==> src/fdc_result_pkg.sv <==
/*
 * Package for the floppy result-status block: register map, register
 * field positions, status byte zero interrupt codes and the event carrier struct.
 * Assumes a 32-bit AXI4-Lite register bus on a single 100 MHz clock.
 */
package fdc_result_pkg;

	// register byte addresses, and PORT_INDEX, the word index of the port
	localparam logic [3:0] PORT_INDEX     = 4'h5;
	localparam logic [7:0] ADDR_PORT      = 8'h14;
	localparam logic [7:0] ADDR_CONTROL   = 8'h00;
	localparam logic [7:0] ADDR_STATE     = 8'h04;
	localparam logic [7:0] ADDR_CMD_LAST  = 8'h08;

	// control register fields
	localparam int CTRL_DRIVE_LO  = 0;
	localparam int CTRL_HEAD      = 2;
	localparam int CTRL_CMD_OK    = 3;

	// state register fields
	localparam int STATE_PTR_LO   = 0;
	localparam int STATE_ENABLED  = 2;
	localparam int STATE_BUSY     = 3;
	localparam int STATE_RESULT   = 4;

	// configure command opcode enables the port buffering
	localparam logic [7:0] CMD_CONFIGURE = 8'h13;

	// interrupt codes of status byte zero
	localparam logic [1:0] IC_NORMAL   = 2'h0;
	localparam logic [1:0] IC_ABNORMAL = 2'h1;
	localparam logic [1:0] IC_INVALID  = 2'h2;
	localparam logic [1:0] IC_RDY_CHG  = 2'h3;

	// step pulses allowed before missing track zero counts as a fault
	localparam logic [6:0] TRACK0_STEP_LIMIT = 7'h4d;

	localparam logic [1:0] AXI_OKAY   = 2'h0;
	localparam logic [1:0] AXI_SLVERR = 2'h2;

	localparam logic [7:0] BYTE_ZERO = 8'h00;
	localparam logic [31:0] WORD_ZERO = 32'h0000_0000;

	// execution events from the controller core, one-cycle pulses
	typedef struct packed {
		logic       done;
		logic       invalid;
		logic       seek_cmd;
		logic       seek_ok;
		logic       step;
		logic       past_last_sector;
		logic       id_crc_fault;
		logic       data_crc_fault;
		logic       host_late;
		logic       sector_missing;
		logic       write_cmd;
		logic       addr_mark_absent;
		logic       read_or_scan;
		logic       control_mark;
		logic       wrong_cylinder;
		logic       scan_cmd;
		logic       scan_equal;
		logic       scan_unmet;
		logic       bad_cylinder;
	} exec_event_s;

	// drive-side pin levels
	typedef struct packed {
		logic fault;
		logic track_zero;
		logic ready;
		logic write_protect;
	} drive_pins_s;

	typedef enum logic [1:0] {PTR_ZERO, PTR_ONE, PTR_TWO} result_ptr_e;

endpackage

==> src/floppy_result_status.sv <==
/*
 * Result-status stack behind the command/data port. Commands are written
 * to the port; after the core finishes, three status bytes are read back
 * from it one per access, zero first.
 * Assumes an AXI4-Lite master, execution event pulses from the controller
 * core on the same clock, and asynchronous drive pins.
 */
// Decided for this implementation: register access over AXI4-Lite.
module floppy_result_status
	import fdc_result_pkg::*;
(
	// clock, reset, enable
	input  wire logic        CLK,
	input  wire logic        RESET_N,
	input  wire logic        CE,
	// axi4-lite write address
	input  wire logic [7:0]  S_AXI_AWADDR,
	input  wire logic        S_AXI_AWVALID,
	output      logic        S_AXI_AWREADY,
	// axi4-lite write data
	input  wire logic [31:0] S_AXI_WDATA,
	input  wire logic [3:0]  S_AXI_WSTRB,
	input  wire logic        S_AXI_WVALID,
	output      logic        S_AXI_WREADY,
	// axi4-lite write response
	output      logic [1:0]  S_AXI_BRESP,
	output      logic        S_AXI_BVALID,
	input  wire logic        S_AXI_BREADY,
	// axi4-lite read address
	input  wire logic [7:0]  S_AXI_ARADDR,
	input  wire logic        S_AXI_ARVALID,
	output      logic        S_AXI_ARREADY,
	// axi4-lite read data
	output      logic [31:0] S_AXI_RDATA,
	output      logic [1:0]  S_AXI_RRESP,
	output      logic        S_AXI_RVALID,
	input  wire logic        S_AXI_RREADY,
	// controller core
	input  wire exec_event_s EXEC_EVENT,
	output      logic        CMD_STROBE,
	output      logic [7:0]  CMD_BYTE,
	// drive pins, asynchronous
	input  wire drive_pins_s DRIVE_PINS
);

	drive_pins_s pins_meta_q;
	drive_pins_s pins_q;
	logic        aw_held_q;
	logic [7:0]  aw_addr_q;
	logic        w_held_q;
	logic [31:0] w_data_q;
	logic [3:0]  w_strb_q;
	logic        bvalid_q;
	logic [1:0]  bresp_q;
	logic        rvalid_q;
	logic [31:0] rdata_q;
	logic [1:0]  rresp_q;
	logic [2:0]  control_q;
	logic        enabled_q;
	logic        busy_q;
	logic        result_q;
	result_ptr_e ptr_q;
	logic [7:0]  cmd_last_q;
	logic        cmd_strobe_q;
	logic [7:0]  cmd_byte_q;
	logic [7:0]  st0_q;
	logic [7:0]  st1_q;
	logic [7:0]  st2_q;
	logic [6:0]  step_cnt_q;
	logic        ready_start_q;
	logic        rdy_changed_q;

	logic        wr_fire;
	logic        rd_fire;
	logic        port_wr;
	logic        port_rd;
	logic [7:0]  port_byte;
	logic [31:0] rd_word;
	logic        rd_ok;
	logic        wr_ok;
	logic [1:0]  ic_d;
	logic [7:0]  st0_d;
	logic [7:0]  st1_d;
	logic [7:0]  st2_d;

	// drive pins pass two flops before use
	always_ff @(posedge CLK)
	begin
		if (!RESET_N)
		begin
			pins_meta_q <= '0;
			pins_q      <= '0;
		end
		else if (CE)
		begin
			pins_meta_q <= DRIVE_PINS;
			pins_q      <= pins_meta_q;
		end
	end

	// write channels are taken in either order, held until both are in
	assign S_AXI_AWREADY = !aw_held_q && !bvalid_q;
	assign S_AXI_WREADY  = !w_held_q && !bvalid_q;
	assign wr_fire       = aw_held_q && w_held_q && !bvalid_q;
	assign S_AXI_BVALID  = bvalid_q;
	assign S_AXI_BRESP   = bresp_q;

	always_ff @(posedge CLK)
	begin
		if (!RESET_N)
		begin
			aw_held_q <= 1'b0;
			aw_addr_q <= BYTE_ZERO;
			w_held_q  <= 1'b0;
			w_data_q  <= WORD_ZERO;
			w_strb_q  <= '0;
		end
		else if (CE)
		begin
			if (S_AXI_AWVALID && S_AXI_AWREADY)
			begin
				aw_held_q <= 1'b1;
				aw_addr_q <= S_AXI_AWADDR;
			end
			else if (wr_fire)
				aw_held_q <= 1'b0;
			if (S_AXI_WVALID && S_AXI_WREADY)
			begin
				w_held_q <= 1'b1;
				w_data_q <= S_AXI_WDATA;
				w_strb_q <= S_AXI_WSTRB;
			end
			else if (wr_fire)
				w_held_q <= 1'b0;
		end
	end

	assign wr_ok   = (aw_addr_q == ADDR_PORT) || (aw_addr_q == ADDR_CONTROL);
	// port writes only land when no command is busy and no result is pending; with buffering off, others only set cmd_last_q
	assign port_wr = wr_fire && (aw_addr_q == ADDR_PORT) && w_strb_q[0];

	always_ff @(posedge CLK)
	begin
		if (!RESET_N)
		begin
			bvalid_q <= 1'b0;
			bresp_q  <= AXI_OKAY;
		end
		else if (CE)
		begin
			if (wr_fire)
			begin
				bvalid_q <= 1'b1;
				bresp_q  <= wr_ok ? AXI_OKAY : AXI_SLVERR;
			end
			else if (S_AXI_BREADY)
				bvalid_q <= 1'b0;
		end
	end

	// control register: drive select and head, bits 2:0 only
	always_ff @(posedge CLK)
	begin
		if (!RESET_N)
			control_q <= '0;
		else if (CE && wr_fire && aw_addr_q == ADDR_CONTROL && w_strb_q[0])
			control_q <= w_data_q[2:0];
	end

	// command path; configure enables buffering, others need it enabled
	always_ff @(posedge CLK)
	begin
		if (!RESET_N)
		begin
			enabled_q    <= 1'b0;
			busy_q       <= 1'b0;
			cmd_last_q   <= BYTE_ZERO;
			cmd_strobe_q <= 1'b0;
			cmd_byte_q   <= BYTE_ZERO;
		end
		else if (CE)
		begin
			cmd_strobe_q <= 1'b0;
			// a port write in the cycle of an end starts no command, as busy_q is still set
			if (EXEC_EVENT.done || EXEC_EVENT.invalid)
				busy_q <= 1'b0;
			if (port_wr && !busy_q && !result_q)
			begin
				cmd_last_q <= w_data_q[7:0];
				if (w_data_q[7:0] == CMD_CONFIGURE)
					enabled_q <= 1'b1;
				else if (enabled_q)
				begin
					cmd_strobe_q <= 1'b1;
					cmd_byte_q   <= w_data_q[7:0];
					busy_q       <= 1'b1;
				end
			end
		end
	end

	assign CMD_STROBE = cmd_strobe_q;
	assign CMD_BYTE   = cmd_byte_q;

	// step pulses since command start, saturating
	always_ff @(posedge CLK)
	begin
		if (!RESET_N)
		begin
			step_cnt_q    <= '0;
			ready_start_q <= 1'b0;
			rdy_changed_q <= 1'b0;
		end
		else if (CE)
		begin
			if (cmd_strobe_q)
			begin
				step_cnt_q    <= '0;
				ready_start_q <= pins_q.ready;
				rdy_changed_q <= 1'b0;
			end
			else
			begin
				if (EXEC_EVENT.step && step_cnt_q != TRACK0_STEP_LIMIT)
					step_cnt_q <= step_cnt_q + 7'h01;
				if (busy_q && pins_q.ready != ready_start_q)
					rdy_changed_q <= 1'b1;
			end
		end
	end

	// status byte assembly at command end
	always_comb
	begin
		if (EXEC_EVENT.invalid)
			ic_d = IC_INVALID;
		else if (rdy_changed_q)
			ic_d = IC_RDY_CHG;
		else if (st1_d != BYTE_ZERO || st2_d != BYTE_ZERO || pins_q.fault
			|| (EXEC_EVENT.seek_cmd && !EXEC_EVENT.seek_ok))
			ic_d = IC_ABNORMAL;
		else
			ic_d = IC_NORMAL;
		st0_d = {ic_d,
			EXEC_EVENT.seek_cmd && EXEC_EVENT.seek_ok,
			pins_q.fault || (step_cnt_q == TRACK0_STEP_LIMIT && !pins_q.track_zero),
			!pins_q.ready,
			control_q[CTRL_HEAD],
			control_q[CTRL_DRIVE_LO +: 2]};
		st1_d = {EXEC_EVENT.past_last_sector,
			1'b0,
			EXEC_EVENT.id_crc_fault || EXEC_EVENT.data_crc_fault,
			EXEC_EVENT.host_late,
			1'b0,
			EXEC_EVENT.sector_missing,
			EXEC_EVENT.write_cmd && pins_q.write_protect,
			EXEC_EVENT.addr_mark_absent};
		st2_d = {1'b0,
			EXEC_EVENT.read_or_scan && EXEC_EVENT.control_mark,
			EXEC_EVENT.data_crc_fault,
			EXEC_EVENT.wrong_cylinder,
			EXEC_EVENT.scan_cmd && EXEC_EVENT.scan_equal,
			EXEC_EVENT.scan_cmd && EXEC_EVENT.scan_unmet,
			EXEC_EVENT.bad_cylinder,
			EXEC_EVENT.read_or_scan && EXEC_EVENT.addr_mark_absent};
	end

	// result stack: one byte per port read, zero then one then two
	assign port_rd = rd_fire && S_AXI_ARADDR == ADDR_PORT;
	always_comb
	begin
		case (ptr_q)
			PTR_ZERO: port_byte = st0_q;
			PTR_ONE:  port_byte = st1_q;
			PTR_TWO:  port_byte = st2_q;
			default:  port_byte = BYTE_ZERO;
		endcase
		if (!result_q)
			port_byte = BYTE_ZERO;
	end

	always_ff @(posedge CLK)
	begin
		if (!RESET_N)
		begin
			st0_q    <= BYTE_ZERO;
			st1_q    <= BYTE_ZERO;
			st2_q    <= BYTE_ZERO;
			result_q <= 1'b0;
			ptr_q    <= PTR_ZERO;
		end
		else if (CE)
		begin
			if (busy_q && (EXEC_EVENT.done || EXEC_EVENT.invalid))
			begin
				st0_q    <= st0_d;
				st1_q    <= st1_d;
				st2_q    <= st2_d;
				result_q <= 1'b1;
				ptr_q    <= PTR_ZERO;
			end
			else if (port_rd && result_q)
			begin
				// host walks the stack in order; last read frees the port
				case (ptr_q)
					PTR_ZERO: ptr_q <= PTR_ONE;
					PTR_ONE:  ptr_q <= PTR_TWO;
					PTR_TWO:
					begin
						ptr_q    <= PTR_ZERO;
						result_q <= 1'b0;
					end
					default:  ptr_q <= PTR_ZERO;
				endcase
			end
		end
	end

	// read channel: answer one cycle after the address is taken
	assign S_AXI_ARREADY = !rvalid_q;
	assign rd_fire       = S_AXI_ARVALID && S_AXI_ARREADY;
	assign S_AXI_RVALID  = rvalid_q;
	assign S_AXI_RDATA   = rdata_q;
	assign S_AXI_RRESP   = rresp_q;

	always_comb
	begin
		rd_word = WORD_ZERO;
		rd_ok   = 1'b1;
		case (S_AXI_ARADDR)
			ADDR_PORT:     rd_word[7:0] = port_byte;
			ADDR_CONTROL:  rd_word[2:0] = control_q;
			ADDR_STATE:
			begin
				rd_word[STATE_PTR_LO +: 2] = ptr_q;
				rd_word[STATE_ENABLED]     = enabled_q;
				rd_word[STATE_BUSY]        = busy_q;
				rd_word[STATE_RESULT]      = result_q;
			end
			ADDR_CMD_LAST: rd_word[7:0] = cmd_last_q;
			default:       rd_ok = 1'b0;
		endcase
	end

	always_ff @(posedge CLK)
	begin
		if (!RESET_N)
		begin
			rvalid_q <= 1'b0;
			rdata_q  <= WORD_ZERO;
			rresp_q  <= AXI_OKAY;
		end
		else if (CE)
		begin
			if (rd_fire)
			begin
				rvalid_q <= 1'b1;
				rdata_q  <= rd_word;
				rresp_q  <= rd_ok ? AXI_OKAY : AXI_SLVERR;
			end
			else if (S_AXI_RREADY)
				rvalid_q <= 1'b0;
		end
	end

endmodule // floppy_result_status

==> config.mk <==
export PLATFORM = sky130hd
export DESIGN_NAME = floppy_result_status
export DESIGN_NICKNAME = d
export VERILOG_FILES = /design/src/fdc_result_pkg.sv /design/src/floppy_result_status.sv
export SDC_FILE = /design/constraint.sdc
export NUM_CORES = 1
export LEC_CHECK = 0
export BUFFER_PORTS_ARGS = -buffer_cell sky130_fd_sc_hd__buf_2
export CAP_MARGIN = 20
export CORE_ASPECT_RATIO = 0.6
export CORE_MARGIN = 2
export CORE_UTILIZATION = 55
export CTS_CLUSTER_DIAMETER = 80
export DETAILED_ROUTE_END_ITERATION = 8
export PLACE_DENSITY = 0.83
export SLEW_MARGIN = 40
export SYNTH_ARGS = -nofsm -noshare
export SYNTH_HDL_FRONTEND = slang
export SYNTH_SLANG_ARGS = --single-unit
==> constraint.sdc <==
create_clock -name CLK -period 5.75 [get_ports CLK]
set_clock_uncertainty 0.15 [all_clocks]
set_input_delay 0 -clock CLK [delete_from_list [all_inputs] [get_ports CLK]]
set_output_delay 0 -clock CLK [all_outputs]
set_load 0.005 [all_outputs]
; ---- Word level (Yosys, flattened, before mapping)
; Cells that the tools add are included.
[classes]
n_addsub = 1
eq_ne = 10
n_mux = 35
bitwise = 1
n_reduce_logical = 74
[ops]
columns = cell, count
row1 = $reduce_and A2 Y1, 14
row2 = $logic_and A1 B1 Y1, 27
row3 = $eq A8 B5 Y1 const B, 3
row4 = $pmux W8 S3, 1
row5 = $mux W1, 21
row6 = $logic_not A8 Y1, 2
row7 = $reduce_bool A2 Y1, 8
row8 = $reduce_bool A8 Y1, 2
row9 = $mux W7, 2
row10 = $mux W2, 6
row11 = $pmux W3 S4, 1
row12 = $logic_not A1 Y1, 9
row13 = $eq A8 B3 Y1 const B, 1
row14 = $eq A8 B4 Y1 const B, 1
row15 = $mux W8, 1
row16 = $add A7 B1 Y7 const B, 1
row17 = $eq A7 B7 Y1 const B, 1
row18 = $logic_or A1 B1 Y1, 7
row19 = $ne A7 B7 Y1 const B, 1
row20 = $pmux W2 S3, 1
row21 = $pmux W3 S2, 1
row22 = $reduce_and A3 Y1, 2
row23 = $pmux W2 S2, 1
row24 = $reduce_and A4 Y1, 1
row25 = 6 further kinds, 6
[totals]
ff_bits = 96
inputBits = 83
out_inout_bits = 50
word_cells = 153

; ---- Depth between registers and ports, before layout
[logic_depth]
depth_word = 8
mapped_depth = 7
depth_no_buf = 7

; ---- Worst setup path before layout
; Ideal clock, no wire load.
[synth_path]
kind = reg2reg
from = register aw_addr_q[3]
to = register cmd_byte_q[1] (netlist: CMD_BYTE[1])
setup_time_ps = 128
arrival_ps = 1603
required_time_ps = 5472
path_slack_ps = 3869
stages_incl_launch_ff = 7
n_path_buf = 1
synth_period_minus_slack_ps = 1881
path_cell_list = dfxtp_1 or4_1 and4bb_1 and3_1 buf_6 mux2i_1 nor2_1
[synth_via]
elab_chain_len = 6
[synth_rtl]
columns = element, line_no
row1 = "start, declared", floppy_result_status.sv:49  ; logic [7:0] aw_addr_q;
row2 = "start signal, assigned", floppy_result_status.sv:113  ; aw_addr_q <= BYTE_ZERO;
row3 = "start signal, assigned", floppy_result_status.sv:123  ; aw_addr_q <= S_AXI_AWADDR;
row4 = $eq A8 B5 Y1, floppy_result_status.sv:140  ; assign port_wr = wr_fire && (aw_addr_q == ADDR_PORT) && w_strb_q[0];
row5 = $logic_and A1 B1 Y1 (2 in series), floppy_result_status.sv:140
row6 = $logic_and A1 B1 Y1 (2 in series), floppy_result_status.sv:187  ; if (port_wr && !busy_q && !result_q)
row7 = $reduce_and A4 Y1 (no source line), --
row8 = "end signal, assigned", floppy_result_status.sv:195  ; cmd_byte_q <= w_data_q[7:0];
row9 = "end, declared", floppy_result_status.sv:65  ; logic [7:0] cmd_byte_q;
; Every way passes these cells.
; A chain may end at the register's enable or synchronous reset.

; ---- Worst setup path after layout
[layout_path]
from = register aw_addr_q[3]
to = register cmd_byte_q[6] (netlist: CMD_BYTE[6])
; The elaborated chain is that of the path after synthesis.

==> metrics <==
Syn Inst Count 515; crit path kind reg2reg; Netlist Area Pre-Place 4260 um2; leak pwr 2.12 nW; number of max-cap violations 0; vias 4,134; largest net degree at the start of global routing 63; Worst Tran Pin Value 0.720 ns; residual DRC count 0; Async SR Flop Fraction 0%; chip height 72.2 um; All-Layer GR Usage 27.0%; clock buffer count from CTS 9; Routed wire per std cell 15.7 um; post-layout util 72.2%; core area 7390 um2; Routed Antenna Nets 0; # nets final 709; setup tns final 0 ns; top post-synthesis cells by area dfxtp_1, nand2_1, mux2i_1, a21oi_1, buf_4; Clock Latency Late Sink 0.34 ns; Die X-Extent 118 um; via-per-instance ratio 5.66; YS warnings 0; # resized after CTS 0; Avg Inst Size Synth 8.27 um2; Worst setup EP type flip-flop; Layout Cells excl Fill 731; Post-synth top cells nand2_1, dfxtp_1, a21oi_1; CTS root buf clkbuf_16; DRT Wirelength 11,500 um; initial antenna violation count 0; critical path data arrival time 2.70 ns; Max IR drop VDD 161 uV; Placed Cells incl. Taps 669; CTS sink count 94; vias in the first global route 3,821; area leader, netlist dfxtp_1; final hold violation count 0; Initial Util 57.7%; Initial DRC Count 389; fin crit share 46.1%; Multi-input gate area 2140 um2; gpl congestion 0.897; Worst setup SP type flip-flop; CTS tree yes; most common cell in the netlist nand2_1; hold slack 0.0329 ns; Fillers 558; clk slew on worst S/H paths 0.06 ns; RSZ-0062 raised after global routing no; drt pass-1 iters 6; ys flop type dfxtp_1; grt total ovfl 0; Setup WS post-layout 3.10 ns; first-pass GRT wire length 18,100 um; # IOs 133; Area Growth Syn to Fin 25.2%; worst path required time 5.80 ns; flop and latch count out of synthesis 94; Cell Rows 24; IO buf count 79; Post-DP HPWL 7250 um; diode count 0; Max Fanout on Critical Path 11; Final Cell Area 5330 um2; total power 1.37 mW; Seq/Total Area, Yosys 44.2%; Placement Cell Area 4570 um2; min Tclk post-route 2.65 ns; Cell Pwr Density 256 nW/um2; Netlist cell types 53; Yosys top cell area share 44.2%; hold crit path type in2reg; fraction of final layout cells sized beyond drive strength 1 15.6%; Clock Tree Buf Depth 2; Slew Limit Fails 0; EDFF count, synth 0; status finished, final reports clean; Place WS 3.20 ns; f_max 377 MHz; die area 8490 um2; register area 1880 um2; Final Setup Violations 0; CTS H-tree lvls 3; max_slew headroom 52.0%
-- cell usage in the layout, fill, tap and decap left out, types with 2 or more instances in the layout --
cell type,synthesis,final
nor3_1,12,12
a31oi_1,6,6
nand3_1,15,15
buf_2,3,79
dfxtp_1,94,94
o21ai_0,15,15
nand2b_1,3,3
and3_1,3,3
conb_1,1,26
nand3b_1,2,2
nor2b_1,11,11
o21a_1,5,5
mux2i_1,27,27
clkinv_2,0,3
nand2_1,102,102
a41o_1,2,2
or4_1,4,4
ha_1,2,2
nand4_1,6,6
o211a_1,2,2
nor2_1,37,37
nor3b_1,2,2
a221oi_1,4,4
nor4_1,3,3
xor2_1,2,2
nor4b_1,3,3
o22ai_1,6,6
xnor2_1,3,3
clkbuf_16,0,9
o211ai_1,2,2
dlygate4sd3_1,0,48
a21oi_1,51,51
and3b_1,3,3
a21boi_0,10,10
inv_1,4,4
or3_1,2,2
-- registers in the layout, indices dropped and copies added, names as in the netlist, 2 cells and up --
register	count
CMD_BYTE	8
S_AXI_RDATA	8
aw_addr_q	8
cmd_last_q	8
control_q	3
pins_meta_q	4
pins_q	4
ptr_q	2
st0_q	8
st1_q	6
st2_q	7
step_cnt_q	7
w_data_q	8
-- metal layers --
layer / track usage [%] / routed length (um)
met5: 0 / 0
met4: 7.90 / 200
met3: 7.55 / 891
met2: 45.3 / 5350
met1: 34.6 / 5060
-- report_power, final --
group          switching (mW)  internal [mW]
Sequential             0.0126          0.664
Clock                   0.240          0.329
Combinational          0.0645         0.0561
-- worst paths after layout --
check / cells past startpoint / slack, ns / startpoint / end
setup / recovery: 5 / 3.10 / aw_addr_q[3]$_SDFFE_PN0P_ / CMD_BYTE[6]$_SDFFE_PN0P_
hold / removal: 3 / 0.03 / CE / ready_start_q$_SDFFE_PN0P_
setup reg to reg: 5 / 3.10 / aw_addr_q[3]$_SDFFE_PN0P_ / CMD_BYTE[6]$_SDFFE_PN0P_
hold reg to reg: 2 / 0.30 / cmd_last_q[4]$_SDFFE_PN0P_ / cmd_last_q[4]$_SDFFE_PN0P_
-- timing repair --
action | 4_1_cts | 5_1_grt
endpoints found under the hold margin | 46 | 0
hold buffers | 48 | 0
buffers inserted | 0 | 0
-- cells by family after synthesis --
group / count (synthesis) / share of synthesized area (%)
simple gates: 214 / 23.8
compound gates: 111 / 15.8
flops: 94 / 44.2
buf+inv: 60 / 7.84
mux: 28 / 6.61
xor+xnor: 5 / 1.03
fa+ha+maj: 2 / 0.587
other cells: 1 / 0.0880
-- worst max-delay path, cell delays in order (launching register included) --
cell and delay, ns:
dfxtp_1 0.31, or4_1 0.55, and4bb_1 0.53, and3_1 0.58, mux2i_1 0.30, nor2_1 0.08
-- final cells by class --
| type | count | share of cell area (%) |
|---|---|---|
| Clock buffer | 9 | 4.22 |
| Clock inverter | 5 | 0.986 |
| Inverter | 5 | 0.399 |
| Multi-Input combinational cell | 386 | 40.1 |
| Sequential cell | 94 | 35.3 |
| Tap cell | 104 | 2.44 |
| Timing Repair Buffer | 128 | 16.6 |
Power figures use the tool's default switching activity.
